<file path="config.mk">
export PLATFORM = sky130hd
export DESIGN_NAME = mst_engine
export DESIGN_NICKNAME = d
export VERILOG_FILES = /design/src/mst_pkg.sv /design/src/mst_engine.sv
export SDC_FILE = /design/constraint.sdc
export NUM_CORES = 1
export LEC_CHECK = 0
export BUFFER_PORTS_ARGS = -buffer_cell sky130_fd_sc_hd__buf_2
export CAP_MARGIN = 10
export CORE_MARGIN = 5
export CORE_UTILIZATION = 50
export DETAILED_ROUTE_END_ITERATION = 10
export PLACE_DENSITY = 0.71
export SYNTH_ARGS = -nofsm -noshare
export SYNTH_HDL_FRONTEND = slang
export SYNTH_SLANG_ARGS = --single-unit
export TNS_END_PERCENT = 20
</file>
<file path="constraint.sdc">
create_clock -name aclk -period 4.8 [get_ports aclk]
set_input_delay 0.48 -clock aclk [delete_from_list [all_inputs] [get_ports aclk]]
set_output_delay 0.48 -clock aclk [all_outputs]
set_load 0.005 [all_outputs]
</file>
<file path="src/mst_pkg.sv">
// Shared constants and carriers for the interrupt-driven transfer engine.
// Assumes byte-addressed memory with a 20-bit space and 8-bit register addresses.
package mst_pkg;
  // ==========================================================
  // Mode byte layout
  localparam int unsigned MODE_TYPE_LSB = 0;
  localparam int unsigned MODE_TYPE_MSB = 1;
  localparam int unsigned MODE_DIR_BIT = 2;
  localparam int unsigned MODE_WIDE_BIT = 3;
  localparam int unsigned MODE_TSTEP_BIT = 4;
  localparam int unsigned MODE_ADD_BIT = 5;
  localparam int unsigned MODE_RING_BIT = 6;
  localparam int unsigned MODE_SUPPRESS_BIT = 7;
  localparam logic [1:0] TYPE_CNT = 2'h0;
  localparam logic [1:0] TYPE_A = 2'h1;
  localparam logic [1:0] TYPE_B = 2'h2;
  localparam logic [1:0] TYPE_C = 2'h3;
  // ==========================================================
  // Channel field offsets below the channel pointer
  localparam logic [7:0] OFF_CNT_W = 8'h01;
  localparam logic [7:0] OFF_PERIPH_REG_PTR_A = 8'h01;
  localparam logic [7:0] OFF_PERIPH_REG_PTR_W = 8'h02;
  localparam logic [7:0] OFF_MP = 8'h05;
  localparam logic [7:0] OFF_DATA_DEST_PTR = 8'h06;
  localparam logic [7:0] OFF_MPD = 8'h09;
  localparam logic [7:0] OFF_RING = 8'h0b;
  localparam logic [7:0] ONE8 = 8'h01;
  localparam logic [23:0] ONE24 = 24'h000001;
  localparam logic [23:0] TWO24 = 24'h000002;
  // Internal RAM window and peripheral register space upper address bits
  localparam logic [11:0] RAM_BASE_LOW = 12'h0fe;
  localparam logic [11:0] RAM_BASE_HIGH = 12'hffe;
  localparam logic [11:0] SFR_BASE = 12'h000;
  // Access sizes, in bytes minus one
  localparam logic [1:0] SIZE_1 = 2'h0;
  localparam logic [1:0] SIZE_2 = 2'h1;
  localparam logic [1:0] SIZE_3 = 2'h2;
  // ==========================================================
  // Register map
  localparam logic [7:0] REG_CTRL = 8'h00;
  localparam logic [7:0] REG_STATUS = 8'h04;
  localparam logic [7:0] REG_XFERS = 8'h08;
  localparam int unsigned CTRL_EN_BIT = 0;
  localparam int unsigned CTRL_LOC_BIT = 1;
  localparam logic [1:0] CTRL_RESET = 2'h1;
  localparam int unsigned ST_BUSY_BIT = 0;
  localparam int unsigned ST_END_BIT = 1;
  localparam int unsigned ST_BAD_BIT = 2;
  localparam logic [1:0] RESP_OKAY = 2'h0;
  localparam logic [1:0] RESP_SLVERR = 2'h2;
  // ==========================================================
  // Carriers
  typedef struct packed {
    logic [7:0] mode;
    logic [7:0] chan_ptr;
  } mst_req_t;
  typedef struct packed {
    logic peripheral_register;
    logic we;
    logic [1:0] size;
    logic [19:0] addr;
    logic [23:0] wdata;
  } mst_acc_t;
  typedef struct packed {
    logic clr_ism;
    logic clr_flag;
  } mst_done_t;
endpackage

</file>
<file path="src/mst_engine.sv">
// Transfer engine that services routed interrupt requests by moving data
// between memory and peripheral registers, with AXI4-Lite control registers.
// Assumes one shared access port for memory and registers that answers with ack.
//
// The implementer's own choices: the address map and the AXI4-Lite register port.
`timescale 1ns/1ps
module mst_engine #(
  parameter int unsigned AW = 8,
  parameter int unsigned XFER_W = 32
) (
  // Clock, reset, enable
  input wire logic aclk,
  input wire logic aresetn,
  input wire logic ce,
  // AXI4-Lite slave
  input wire logic [AW-1:0] awaddr,
  input wire logic awvalid,
  output logic awready,
  input wire logic [31:0] wdata,
  input wire logic [3:0] wstrb,
  input wire logic wvalid,
  output logic wready,
  output logic [1:0] bresp,
  output logic bvalid,
  input wire logic bready,
  input wire logic [AW-1:0] araddr,
  input wire logic arvalid,
  output logic arready,
  output logic [31:0] rdata,
  output logic [1:0] rresp,
  output logic rvalid,
  input wire logic rready,
  // Service requests
  input wire logic req_valid,
  input wire mst_pkg::mst_req_t req,
  output logic req_ready,
  // Memory and register access
  output logic acc_req,
  output mst_pkg::mst_acc_t acc,
  input wire logic [23:0] acc_rdata,
  input wire logic acc_ack,
  // End of service
  output logic done_valid,
  output mst_pkg::mst_done_t done,
  output logic end_irq,
  input wire logic end_irq_ack
);
  typedef enum logic [4:0] {
    S_IDLE, S_CNT, S_PERIPH_REG_PTR, S_MP, S_XRD, S_XWR, S_TRD, S_CRD, S_CWR, S_PWB,
    S_DATA_DEST_PTR, S_MPD, S_ORD, S_OWR, S_RNG, S_RWB, S_DWB, S_CWB, S_DONE
  } mst_state_t;

  mst_state_t st_q, st_d;
  logic [7:0] mode_q, chp_q, periph_reg_ptr_q, data_dest_ptr_q, rc_q;
  logic [15:0] cnt_q, data_q;
  logic [23:0] ptr_q, mpd_q, ptr_next;
  logic pend_q, ack_go;
  mst_pkg::mst_acc_t acc_q, acc_d;
  mst_pkg::mst_done_t done_q;
  logic end_q, bad_q;
  logic [1:0] ctrl_q;
  logic [XFER_W-1:0] xfers_q;
  logic bvalid_q, rvalid_q, wr_go, rd_go;
  logic [1:0] bresp_q, rresp_q;
  logic [31:0] rdata_q;
  logic [1:0] ctype;
  logic dir, wide, tstep, add, ring, suppress, cnt_zero;
  logic [11:0] base;
  logic [7:0] bufa, cnt_off;
  logic [19:0] bufaddr;

  // ==========================================================
  // Helpers
  function automatic logic [23:0] step_ptr(input logic [23:0] p, input logic dec,
                                           input logic [23:0] amt);
    step_ptr = dec ? p - amt : p + amt;
  endfunction

  function automatic logic [1:0] reg_index(input logic [AW-1:0] a);
    logic [7:0] w;
    w = {a[7:2], 2'b00};
    if (w == mst_pkg::REG_CTRL) reg_index = 2'h0;
    else if (w == mst_pkg::REG_STATUS) reg_index = 2'h1;
    else if (w == mst_pkg::REG_XFERS) reg_index = 2'h2;
    else reg_index = 2'h3;
  endfunction

  // ==========================================================
  // Mode decode
  assign ctype = mode_q[mst_pkg::MODE_TYPE_MSB:mst_pkg::MODE_TYPE_LSB];
  assign dir = mode_q[mst_pkg::MODE_DIR_BIT];
  assign wide = mode_q[mst_pkg::MODE_WIDE_BIT];
  assign tstep = mode_q[mst_pkg::MODE_TSTEP_BIT];
  assign add = mode_q[mst_pkg::MODE_ADD_BIT];
  assign ring = mode_q[mst_pkg::MODE_RING_BIT];
  assign suppress = mode_q[mst_pkg::MODE_SUPPRESS_BIT];
  // Channel lives in the RAM window, only its low byte is programmable
  assign base = ctrl_q[mst_pkg::CTRL_LOC_BIT] ? mst_pkg::RAM_BASE_HIGH
                                              : mst_pkg::RAM_BASE_LOW;
  assign cnt_zero = (ctype == mst_pkg::TYPE_A) ? (cnt_q[7:0] == 8'h00) : (cnt_q == 16'h0000);
  // Buffer index wraps inside the 256-byte window
  assign bufa = wide ? chp_q - {cnt_q[6:0], 1'b0} - mst_pkg::ONE8
                     : chp_q - cnt_q[7:0] - mst_pkg::ONE8;
  // Pointer bits 20 to 23 never reach the address bus
  assign bufaddr = (ctype == mst_pkg::TYPE_A) ? {base, bufa} : ptr_q[19:0];
  assign cnt_off = (ctype == mst_pkg::TYPE_A) ? chp_q : chp_q - mst_pkg::OFF_CNT_W;
  always_comb
  begin
    if (ctype == mst_pkg::TYPE_B)
      ptr_next = ptr_q + (wide ? mst_pkg::TWO24 : mst_pkg::ONE24);
    else
      ptr_next = step_ptr(ptr_q, dir, wide ? mst_pkg::TWO24 : mst_pkg::ONE24);
  end

  // ==========================================================
  // Access descriptor for the current step
  always_comb
  begin
    acc_d = '0;
    acc_d.size = wide ? mst_pkg::SIZE_2 : mst_pkg::SIZE_1;
    unique case (st_q)
      S_CNT:
      begin
        acc_d.addr = {base, cnt_off};
        acc_d.size = (ctype == mst_pkg::TYPE_A) ? mst_pkg::SIZE_1 : mst_pkg::SIZE_2;
      end
      S_PERIPH_REG_PTR:
      begin
        acc_d.size = mst_pkg::SIZE_1;
        acc_d.addr = {base, chp_q - ((ctype == mst_pkg::TYPE_A) ? mst_pkg::OFF_PERIPH_REG_PTR_A
                                                               : mst_pkg::OFF_PERIPH_REG_PTR_W)};
      end
      S_MP, S_PWB:
      begin
        acc_d.size = mst_pkg::SIZE_3;
        acc_d.addr = {base, chp_q - mst_pkg::OFF_MP};
        acc_d.we = (st_q == S_PWB);
        acc_d.wdata = ptr_next;
      end
      S_XRD:
      begin
        acc_d.peripheral_register = dir;
        acc_d.addr = dir ? {mst_pkg::SFR_BASE, periph_reg_ptr_q} : bufaddr;
      end
      S_XWR:
      begin
        acc_d.peripheral_register = !dir;
        acc_d.we = 1'b1;
        acc_d.addr = dir ? bufaddr : {mst_pkg::SFR_BASE, periph_reg_ptr_q};
        acc_d.wdata = {8'h00, data_q};
      end
      S_TRD: acc_d.addr = ptr_q[19:0];
      S_CRD, S_CWR:
      begin
        acc_d.peripheral_register = 1'b1;
        acc_d.we = (st_q == S_CWR);
        acc_d.addr = {mst_pkg::SFR_BASE, periph_reg_ptr_q};
        acc_d.wdata = {8'h00, data_q};
      end
      S_DATA_DEST_PTR:
      begin
        acc_d.size = mst_pkg::SIZE_1;
        acc_d.addr = {base, chp_q - mst_pkg::OFF_DATA_DEST_PTR};
      end
      S_MPD, S_DWB:
      begin
        acc_d.size = mst_pkg::SIZE_3;
        acc_d.addr = {base, chp_q - mst_pkg::OFF_MPD};
        acc_d.we = (st_q == S_DWB);
        acc_d.wdata = mpd_q;
      end
      S_ORD:
      begin
        acc_d.size = mst_pkg::SIZE_1;
        acc_d.addr = mpd_q[19:0];
      end
      S_OWR:
      begin
        acc_d.peripheral_register = 1'b1;
        acc_d.we = 1'b1;
        acc_d.size = mst_pkg::SIZE_1;
        acc_d.addr = {mst_pkg::SFR_BASE, data_dest_ptr_q};
        acc_d.wdata = {8'h00, data_q};
      end
      S_RNG, S_RWB:
      begin
        acc_d.size = (st_q == S_RNG) ? mst_pkg::SIZE_2 : mst_pkg::SIZE_1;
        acc_d.addr = {base, chp_q - mst_pkg::OFF_RING};
        acc_d.we = (st_q == S_RWB);
        acc_d.wdata = {16'h0000, rc_q};
      end
      S_CWB:
      begin
        acc_d.addr = {base, cnt_off};
        acc_d.size = (ctype == mst_pkg::TYPE_A) ? mst_pkg::SIZE_1 : mst_pkg::SIZE_2;
        acc_d.we = 1'b1;
        acc_d.wdata = {8'h00, cnt_q - 16'h0001};
      end
      default: acc_d.addr = '0;
    endcase
  end

  // ==========================================================
  // Step sequencing after each acknowledged access
  always_comb
  begin
    unique case (st_q)
      S_CNT: st_d = S_PERIPH_REG_PTR;
      S_PERIPH_REG_PTR: st_d = (ctype == mst_pkg::TYPE_A) ? S_XRD : S_MP;
      S_MP: st_d = (ctype == mst_pkg::TYPE_C) ? S_TRD : S_XRD;
      S_XRD: st_d = S_XWR;
      S_XWR: st_d = (ctype == mst_pkg::TYPE_B) ? S_PWB : S_CWB;
      S_TRD: st_d = add ? S_CRD : S_CWR;
      S_CRD: st_d = S_CWR;
      S_CWR: st_d = tstep ? S_PWB : S_DATA_DEST_PTR;
      S_PWB: st_d = (ctype == mst_pkg::TYPE_C) ? S_DATA_DEST_PTR : S_CWB;
      S_DATA_DEST_PTR: st_d = S_MPD;
      S_MPD: st_d = S_ORD;
      S_ORD: st_d = S_OWR;
      S_OWR: st_d = ring ? S_RNG : S_DWB;
      S_RNG: st_d = S_RWB;
      S_RWB: st_d = S_DWB;
      S_DWB: st_d = S_CWB;
      S_CWB: st_d = S_DONE;
      default: st_d = S_IDLE;
    endcase
  end

  assign ack_go = ce && pend_q && acc_ack;
  assign req_ready = ce && (st_q == S_IDLE) && ctrl_q[mst_pkg::CTRL_EN_BIT];
  assign acc_req = pend_q;
  assign acc = acc_q;
  assign done_valid = (st_q == S_DONE);
  assign done = done_q;
  assign end_irq = end_q;

  always_ff @(posedge aclk)
  begin
    if (!aresetn)
    begin
      st_q <= S_IDLE;
      pend_q <= 1'b0;
      acc_q <= '0;
    end
    else if (ce)
    begin
      unique case (st_q)
        S_IDLE:
          if (req_valid && req_ready)
            st_q <= (req.mode[mst_pkg::MODE_TYPE_MSB:mst_pkg::MODE_TYPE_LSB]
                     == mst_pkg::TYPE_CNT) ? S_DONE : S_CNT;
        S_DONE: st_q <= S_IDLE;
        default:
          if (!pend_q)
          begin
            pend_q <= 1'b1;
            acc_q <= acc_d;
          end
          else if (acc_ack)
          begin
            pend_q <= 1'b0;
            st_q <= st_d;
          end
      endcase
    end
  end

  // ==========================================================
  // Channel data captured from answers
  always_ff @(posedge aclk)
  begin
    if (!aresetn)
    begin
      mode_q <= '0;
      chp_q <= '0;
      cnt_q <= '0;
      periph_reg_ptr_q <= '0;
      ptr_q <= '0;
      data_dest_ptr_q <= '0;
      mpd_q <= '0;
      data_q <= '0;
      rc_q <= '0;
      done_q <= '0;
    end
    else if (ce)
    begin
      if (st_q == S_IDLE && req_valid && req_ready)
      begin
        mode_q <= req.mode;
        chp_q <= req.chan_ptr;
        done_q <= '0;
      end
      if (ack_go)
      begin
        unique case (st_q)
          S_CNT: cnt_q <= (ctype == mst_pkg::TYPE_A) ? {8'h00, acc_rdata[7:0]} : acc_rdata[15:0];
          S_PERIPH_REG_PTR: periph_reg_ptr_q <= acc_rdata[7:0];
          S_MP: ptr_q <= acc_rdata;
          S_XRD, S_TRD: data_q <= wide ? acc_rdata[15:0] : {8'h00, acc_rdata[7:0]};
          S_CRD: data_q <= wide ? data_q + acc_rdata[15:0]
                                : {8'h00, data_q[7:0] + acc_rdata[7:0]};
          S_DATA_DEST_PTR: data_dest_ptr_q <= acc_rdata[7:0];
          S_MPD: mpd_q <= acc_rdata;
          S_ORD: data_q <= {8'h00, acc_rdata[7:0]};
          S_OWR: mpd_q <= step_ptr(mpd_q, dir, mst_pkg::ONE24);
          S_RNG:
          begin
            if (acc_rdata[7:0] == mst_pkg::ONE8)
            begin
              rc_q <= acc_rdata[15:8];
              mpd_q <= step_ptr(mpd_q, !dir, {16'h0000, acc_rdata[15:8]});
            end
            else
              rc_q <= acc_rdata[7:0] - mst_pkg::ONE8;
          end
          S_CWB:
          begin
            cnt_q <= cnt_q - 16'h0001;
            done_q.clr_ism <= (acc_q.wdata[15:0] == 16'h0000)
                              || (ctype == mst_pkg::TYPE_A && acc_q.wdata[7:0] == 8'h00);
            done_q.clr_flag <= suppress && ((acc_q.wdata[15:0] == 16'h0000)
                              || (ctype == mst_pkg::TYPE_A && acc_q.wdata[7:0] == 8'h00));
          end
          default: data_q <= data_q;
        endcase
      end
    end
  end

  // ==========================================================
  // End-of-service interrupt, held until the controller takes it
  always_ff @(posedge aclk)
  begin
    if (!aresetn)
      end_q <= 1'b0;
    else if (ce)
    begin
      if (done_valid && done_q.clr_ism && !suppress)
        end_q <= 1'b1;
      else if (end_irq_ack)
        end_q <= 1'b0;
    end
  end

  // Sticky flag for requests in a mode this engine does not serve
  always_ff @(posedge aclk)
  begin
    if (!aresetn)
      bad_q <= 1'b0;
    else if (ce)
    begin
      if (st_q == S_IDLE && req_valid && req_ready
          && req.mode[mst_pkg::MODE_TYPE_MSB:mst_pkg::MODE_TYPE_LSB] == mst_pkg::TYPE_CNT)
        bad_q <= 1'b1;
      else if (wr_go && reg_index(awaddr) == 2'h1 && wstrb[0] && wdata[mst_pkg::ST_BAD_BIT])
        bad_q <= 1'b0;
    end
  end

  always_ff @(posedge aclk)
  begin
    if (!aresetn)
      xfers_q <= '0;
    else if (ack_go && st_q == S_CWB)
      xfers_q <= xfers_q + {{(XFER_W-1){1'b0}}, 1'b1};
  end

  // ==========================================================
  // AXI4-Lite slave
  assign wr_go = ce && awvalid && wvalid && !bvalid_q;
  assign rd_go = ce && arvalid && !rvalid_q;
  assign awready = wr_go;
  assign wready = wr_go;
  assign arready = rd_go;
  assign bvalid = bvalid_q;
  assign bresp = bresp_q;
  assign rvalid = rvalid_q;
  assign rdata = rdata_q;
  assign rresp = rresp_q;

  always_ff @(posedge aclk)
  begin
    if (!aresetn)
    begin
      ctrl_q <= mst_pkg::CTRL_RESET;
      bvalid_q <= 1'b0;
      bresp_q <= mst_pkg::RESP_OKAY;
    end
    else if (ce)
    begin
      if (wr_go)
      begin
        bvalid_q <= 1'b1;
        bresp_q <= (reg_index(awaddr) == 2'h3) ? mst_pkg::RESP_SLVERR : mst_pkg::RESP_OKAY;
        if (reg_index(awaddr) == 2'h0 && wstrb[0])
          ctrl_q <= wdata[1:0];
      end
      else if (bready)
        bvalid_q <= 1'b0;
    end
  end

  always_ff @(posedge aclk)
  begin
    if (!aresetn)
    begin
      rvalid_q <= 1'b0;
      rdata_q <= '0;
      rresp_q <= mst_pkg::RESP_OKAY;
    end
    else if (ce)
    begin
      if (rd_go)
      begin
        rvalid_q <= 1'b1;
        rresp_q <= mst_pkg::RESP_OKAY;
        unique case (reg_index(araddr))
          2'h0: rdata_q <= {30'h0, ctrl_q};
          2'h1: rdata_q <= {29'h0, bad_q, end_q, st_q != S_IDLE};
          2'h2: rdata_q <= 32'(xfers_q);
          default:
          begin
            rdata_q <= '0;
            rresp_q <= mst_pkg::RESP_SLVERR;
          end
        endcase
      end
      else if (rready)
        rvalid_q <= 1'b0;
    end
  end

  // ==========================================================
  // Checks
  req_take_a: assert property (@(posedge aclk) disable iff (!aresetn)
    (req_valid && req_ready && req.mode[1:0] != mst_pkg::TYPE_CNT)
      |=> (st_q == S_CNT) && (chp_q == $past(req.chan_ptr)))
    else $error("accepted request did not start channel read");
  bufa_byte_a: assert property (@(posedge aclk) disable iff (!aresetn)
    (pend_q && ctype == mst_pkg::TYPE_A && !wide && !acc_q.peripheral_register && (st_q == S_XRD || st_q == S_XWR))
      |-> acc_q.addr == {base, chp_q - cnt_q[7:0] - mst_pkg::ONE8})
    else $error("type A byte buffer address wrong");
  bufa_word_a: assert property (@(posedge aclk) disable iff (!aresetn)
    (pend_q && ctype == mst_pkg::TYPE_A && wide && !acc_q.peripheral_register && (st_q == S_XRD || st_q == S_XWR))
      |-> acc_q.addr[7:0] == chp_q - {cnt_q[6:0], 1'b0} - mst_pkg::ONE8)
    else $error("type A word buffer address wrong");
  typeb_addr_a: assert property (@(posedge aclk) disable iff (!aresetn)
    (pend_q && ctype == mst_pkg::TYPE_B && !acc_q.peripheral_register && (st_q == S_XRD || st_q == S_XWR))
      |-> acc_q.addr == ptr_q[19:0])
    else $error("type B buffer address not the pointer");
  ism_clear_a: assert property (@(posedge aclk) disable iff (!aresetn)
    (done_valid && done_q.clr_ism) |-> cnt_zero)
    else $error("mode bit cleared with count nonzero");
  flag_rule_a: assert property (@(posedge aclk) disable iff (!aresetn)
    done_valid |-> (done_q.clr_flag == (done_q.clr_ism && suppress)))
    else $error("request flag clear disagrees with suppress");
  end_raise_a: assert property (@(posedge aclk) disable iff (!aresetn)
    (ce && done_valid && done_q.clr_ism && !suppress) |=> end_irq)
    else $error("end interrupt not raised");
  end_hold_a: assert property (@(posedge aclk) disable iff (!aresetn)
    (end_irq && !end_irq_ack) |=> end_irq)
    else $error("end interrupt dropped before acknowledge");
  ring_reload_a: assert property (@(posedge aclk) disable iff (!aresetn)
    (ack_go && st_q == S_RNG && acc_rdata[7:0] == mst_pkg::ONE8)
      |=> rc_q == $past(acc_rdata[15:8]))
    else $error("ring counter not reloaded from modulo");
  mpd_step_a: assert property (@(posedge aclk) disable iff (!aresetn)
    (ack_go && st_q == S_OWR)
      |=> mpd_q == (dir ? $past(mpd_q) - mst_pkg::ONE24 : $past(mpd_q) + mst_pkg::ONE24))
    else $error("data pointer did not step by one");
endmodule

</file>
# Word-level counts from Yosys, hierarchy flattened

Index checks and enable logic that the tools add are counted.

Logic and storage cells: 230
Input bits: 103
Register bits: 250

Bitwise gates (word level): 2
Eq/ne operators: 32
Reduce and logical (&&, ||, !) cells: 76
Muxes and demuxes: 72
Add/subtract/negate cells: 21

Operators by type and width:

| cell                    | number |
|---|---|
| $pmux W20 S12           | 1 |
| $mux W24                | 5 |
| $pmux W24 S5            | 1 |
| $pmux W32 S3            | 1 |
| $pmux W5 S17            | 1 |
| $pmux W24 S3            | 1 |
| $mux W20                | 3 |
| $mux W16                | 3 |
| $pmux W16 S3            | 1 |
| $mux W2                 | 22 |
| $eq A5 B4 Y1 const B    | 8 |
| $mux W5                 | 7 |
| $add A32 B1 Y32 const B | 1 |
| $pmux W16 S2            | 1 |
| $sub A8 B1 Y8 const B   | 4 |
| $add A24 B1 Y24 const B | 1 |
| $add A24 B2 Y24         | 1 |
| $add A24 B8 Y24         | 1 |
| $mux W8                 | 3 |
| $reduce_and A3 Y1       | 8 |
| $sub A24 B1 Y24 const B | 1 |
| $sub A24 B2 Y24         | 1 |
| $sub A24 B8 Y24         | 1 |
| $logic_and A1 B1 Y1     | 22 |
| 42 further kinds        | 104 |

# Depth between registers and ports, before layout

Depth in word-level cells: 14
Mapped depth: 19
Gate-level depth less buffers: 18

# Least setup slack after synthesis

OpenSTA, ideal clock, no wires.

Path kind: in2reg
From: input acc_rdata[10]
To: register mpd_q[16]
Data arrival time: 3632 ps
Setup slack: 1077 ps
Required time: 4709 ps
Buffers on the path: 1
Cell stages on the path: 16
Library setup time: 91 ps
Cell sequence: clkbuf_1 or3_1 or3_1 nor3_1 ha_1 nand2_1 o21ai_0 ha_1 a2111oi_0 a211oi_1 o21ai_0 a31oi_1 a31oi_1 xnor2_1 nand2_1 a311oi_1

Word-level cells in the longest chain between the ends: 4
Elaborated cells on any way between the ends: 5
Classes of those cells: 2 x add/sub; 3 x mux

Ends and longest elaborated chain:

| item                                                      | line              | source |
|---|---|---|
| start, declared                                           | mst_engine.sv:40  | `input wire logic [23:0] acc_rdata,` |
| $sub A24 B8 Y24 / $add A24 B8 Y24 (equally long branches) | mst_engine.sv:76  | `step_ptr = dec ? p - amt : p + amt;` |
| $mux W24 *                                                | mst_engine.sv:76  |  |
| $mux W24 *                                                | mst_engine.sv:308 | `if (acc_rdata[7:0] == mst_pkg::ONE8)` |
| $pmux W24 S3 *                                            | mst_engine.sv:295 | `unique case (st_q)` |
| end signal, assigned                                      | mst_engine.sv:303 | `S_MPD: mpd_q <= acc_rdata;` |
| end signal, assigned                                      | mst_engine.sv:305 | `S_OWR: mpd_q <= step_ptr(mpd_q, dir, mst_pkg::ONE24);` |
| end signal, assigned                                      | mst_engine.sv:311 | `mpd_q <= step_ptr(mpd_q, !dir, {16'h0000, acc_rdata[15:8]});` |
| end, declared                                             | mst_engine.sv:56  | `logic [23:0] ptr_q, mpd_q, ptr_next;` |

Mark *: on every way between the ends. The rest lies on a longest branch, timed or not. The select of a mux whose other input is x is not followed.
A chain may end at the register's enable or synchronous reset.

# Worst setup path after layout

From: register st_q[1]
To: register mpd_q[16]

Word-level cells in the longest chain between the ends: 3
Elaborated cells on any way between the ends: 7
Classes of those cells: 4 x eq/ne; 1 x mux; 2 x reduce/logical

Ends and longest elaborated chain:

| item                                                                | line              | source |
|---|---|---|
| start, declared                                                     | mst_engine.sv:53  | `mst_state_t st_q, st_d;` |
| start signal, assigned                                              | mst_engine.sv:250 | `st_q <= (req.mode[mst_pkg::MODE_TYPE_MSB:mst_pkg::MODE_TYPE_LSB]` |
| start signal, assigned                                              | mst_engine.sv:262 | `st_q <= st_d;` |
| $eq A5 B4 Y1                                                        | mst_engine.sv:295 |  |
| $ne A2 B1 Y1 (no line) / $reduce_bool A3 Y1 (equally long branches) | -                 |  |
| $reduce_and A4 Y1 (no line)                                         | -                 |  |

Parallel ways exist; a longest one is shown, timed or not.

==> flow_summary.toml <==
[run_status]
status = "finished, final reports clean"

[clock_tree]
ctsHoldBuffers = 0
cts_resized = 0
cts_tree = "built"
cts_sinks = 248
numCtsBuffers = 28
clk_pin_slew_worst_paths_ns = 0.06
htree_levels = 1
clk-insertion-delay-late_ns = 0.55
clk_path_buf_depth = 3
cts_setup_buffers = 0
cts_root_buf = "clkbuf_16"

[layout]
num_antenna_cells = 0
n_fill_cell = 2896
fin_nets = 2304
design_area_mm2 = 0.0173
syn_to_final_growth_pct = 12.6
drive_above_1_share = 0.122

[worst_setup_path]
endpoint_kind = "flop"
worst_ep_arrival_time_ns = 4.79
endpoint = "mpd_q[16]$_SDFFE_PN0P_"
rr_endpoint = "mpd_q[16]$_SDFFE_PN0P_"
cp.depth = 15
crit_slowest_cell = "dfxtp_1"
reg2reg_from = "st_q[1]$_SDFFE_PN0P_"
crit_fanout = 13
critPathMaxStageDelay_ns = 0.53
cp_data_required_time_ns = 5.26
rrSetupSlack_ns = 0.47
cp_num_buf_inv = 0
crit_chain = "nand2b_1 -> nor2_1 -> nand3_1 -> o21ai_0 -> o21ai_0 -> fa_1 -> a211o_1 -> o211ai_1 -> a211oi_1 -> o21ai_0 -> a31oi_1 -> a31oi_1 -> xnor2_1 -> nand2_1 -> a311oi_1"
r2r_cells = 15
cp_top_family = "compound AO/OA/AOI/OAI gates"
crit_top_cell = "o21ai_0"
start_kind = "flop"
critPathLaunch = "st_q[1]$_SDFFE_PN0P_"
setup.worst_path.class = "reg2reg"

[timing]
timing.final.crit_period_ns = 4.33
worst_slack_ns = 0.470
fmax_mhz = 231
drv_slew = 0
rsz0062_at_grt = "no"
min_period_over_period = 0.902
slew_headroom = 0.286
worst_slew_pin_slew_ns = 1.07
fin_worst_skew_ns = 0.0126
setup_total_negative_slack_ns = 0
report.final.setup_viol = 0
hold_viol = 0

[grt]
grt_max_degree = 135
antenna_found_initial = 0
first_global_vias = 14100
grt_overflow_total = 0
grt_pass1_wl_um = 78800
grt_use_total = 0.285

[logic_synthesis]
synthAdderAreaFrac = 0.0662
synthMuxAreaShare = 0.0150
postSynthAreaPerCell_um2 = 7.54
synth_compound_area_frac = 0.249
synth_edf_count = 0
synth_xor_area_frac = 0.0707
syn-cell-area_mm2 = 0.0154
synth-simple-area-share = 0.230
synthCells = 2037
synth.distinct_cells = 81
synth_seq_cells = 248
synth_flop_cell = "dfxtp_1"
synth_top_family_by_area = "compound AO/OA/AOI/OAI gates"
ys_seq_area_frac = 0.323
async_flop_share = 0
synth.yosys.warnings = 0

[die]
core_area_mm2 = 0.0304
pin_count = 198
placementRows = 64
start_util = 0.505
fp.dieW_um = 185
die_y_um = 185
dieArea_mm2 = 0.0343

[route]
drc = 0
routed_via_density = 6.14
routed_wl_um = 51200
wire_per_inst_um = 20.2
first_iter_violations = 1712
vias = 15600
ant_nets = 0
firstDrtPassIters = 6

[power_and_ir_drop]
p_per_area_mw_per_mm2 = 295
power_leakage_nw = 6.96
ir_drop_mv = 0.294

[place]
post-place-ws_ns = 0.587
dp_hpwl_um = 37700
place_area_mm2 = 0.0164
io_buffer_count = 159
globalplace.congestion = 0.961

[job]
maxCapViolations = 0

[hold_path]
hp-class = "in2reg"
-- tightest hold or removal path, stage by stage --
cell and delay (ns):
buf_2 0.09, nand2_1 0.04, a21oi_1 0.05
-- placed cells by master, fill, tap and decap left out, types with 5 or more instances in the layout --
cell type	count
a221oi_1	9
nor3_1	52
clkinv_2	5
a311oi_1	10
xor2_1	59
nor2_1	237
dfxtp_1	248
a211oi_1	22
buf_4	32
and4_1	7
and2_1	10
nand3_1	42
or4_1	8
o21ai_1	5
xnor2_1	65
a21oi_1	203
nor4_1	12
o22ai_1	7
a222oi_1	9
and3_1	17
inv_1	34
nor2b_1	18
mux2i_1	23
o211ai_1	18
o21bai_1	10
clkbuf_8	5
clkbuf_16	29
nand4_1	14
a31oi_1	29
nand2_1	283
ha_1	70
nand3b_1	7
nand2b_1	22
fa_1	7
a22oi_1	71
o21ai_0	152
or3_1	19
buf_2	159
a221o_1	5
a21o_1	20
-- per-layer routing --
metal	vias to the layer above	wire length, um	track usage
met5	-	0	0
met4	0	1750	0.0913
met3	114	4850	0.0526
met2	697	22700	0.455
met1	7339	22000	0.391
li1	7438	-	-
-- final cells by class --
class | count | area (um2) | share of cell area
clock inverters | 12 | 125 | 0.00724
clock buffers | 37 | 806 | 0.0466
well taps | 396 | 495 | 0.0287
repair buffers | 191 | 1040 | 0.0599
inverters | 36 | 140 | 0.00811
multi-input cells | 1619 | 9720 | 0.562
flip-flops and latches | 248 | 4960 | 0.287
-- logic make-up after synthesis --
kind of cell               after synthesis
and+or+nand+nor                        776
AOI/OAI and AO/OA                      617
DFF                                    248
buffers and inverters                  171
xor gates and xnor gates               124
adders and majority gates               77
muxes                                   23
other                                    1
-- state kept, by name (all words and copies together), names as in the netlist, 2 cells and up --
register          cells
chp_q                 8
data_q               16
rdata                32
rc_q                  8
mpd_q                24
ptr_q                24
periph_reg_ptr_q      8
ctrl_q                2
done                  2
xfers_q              32
st_q                  5
acc                  48
mode_q                8
data_dest_ptr_q       8
cnt_q                16
-- where the power goes --
part           internal (mW)  switching, mW  total (mW)  leakage [nW]
clock                   1.28          0.887        2.17         0.454
sequential              2.09         0.0412        2.13          2.00
combinational          0.291          0.509       0.800          4.50
-- Yosys cell counts (5+ instances only) --
master,n,area [um2]
clkbuf_1,107,402
a31oi_1,29,181
mux2i_1,23,230
nand2b_1,22,138
nor4_1,13,81.3
and4_1,7,61.3
a21o_1,20,150
nand3b_1,7,52.6
o21ai_1,5,25.0
a221oi_1,9,78.8
inv_1,34,128
nor3_1,54,270
nor2b_1,18,113
ha_1,70,876
buf_2,11,55.1
fa_1,7,140
nor2_1,237,890
nand3_1,42,210
xnor2_1,65,569
a311oi_1,10,87.6
buf_1,8,30.0
nand2_1,283,1060
xor2_1,59,517
nand4_1,14,87.6
or3_1,19,119
or4_1,8,60.1
a211oi_1,22,165
a22oi_1,71,533
o21bai_1,10,75.1
a221o_1,5,50.1
and2_1,10,62.6
o21ai_0,152,761
o211ai_1,18,135
a21oi_1,203,1020
dfxtp_1,248,4960
and3_1,17,106
a222oi_1,9,90.1
o22ai_1,7,43.8
-- how the worst min path moves through the flow --
stage	startpoint	end	depth (start not counted)
after floorplan	rc_q[2]$_SDFFE_PN0P_	rc_q[2]$_SDFFE_PN0P_	2
after global placement	data_dest_ptr_q[2]$_SDFFE_PN0P_	data_dest_ptr_q[2]$_SDFFE_PN0P_	2
after detailed placement	data_dest_ptr_q[4]$_SDFFE_PN0P_	data_dest_ptr_q[4]$_SDFFE_PN0P_	2
after CTS	req[1]	chp_q[1]$_SDFFE_PN0P_	3
after global routing	req[12]	mode_q[4]$_SDFFE_PN0P_	3
final	req[1]	chp_q[1]$_SDFFE_PN0P_	3
-- per-stage QoR --
stage                     utilization  total power, mW  instances  hold slack (ns)
final                           0.568             5.09       2539            0.158
after global routing            0.568             5.29       2539            0.153
after CTS                       0.568             5.11       2539            0.148
after detailed placement        0.537             2.96       2490            0.446
after global placement          0.537             2.94       2490            0.441
after floorplan                     -             2.72       2038            0.432
Power figures use the tool's default switching activity.
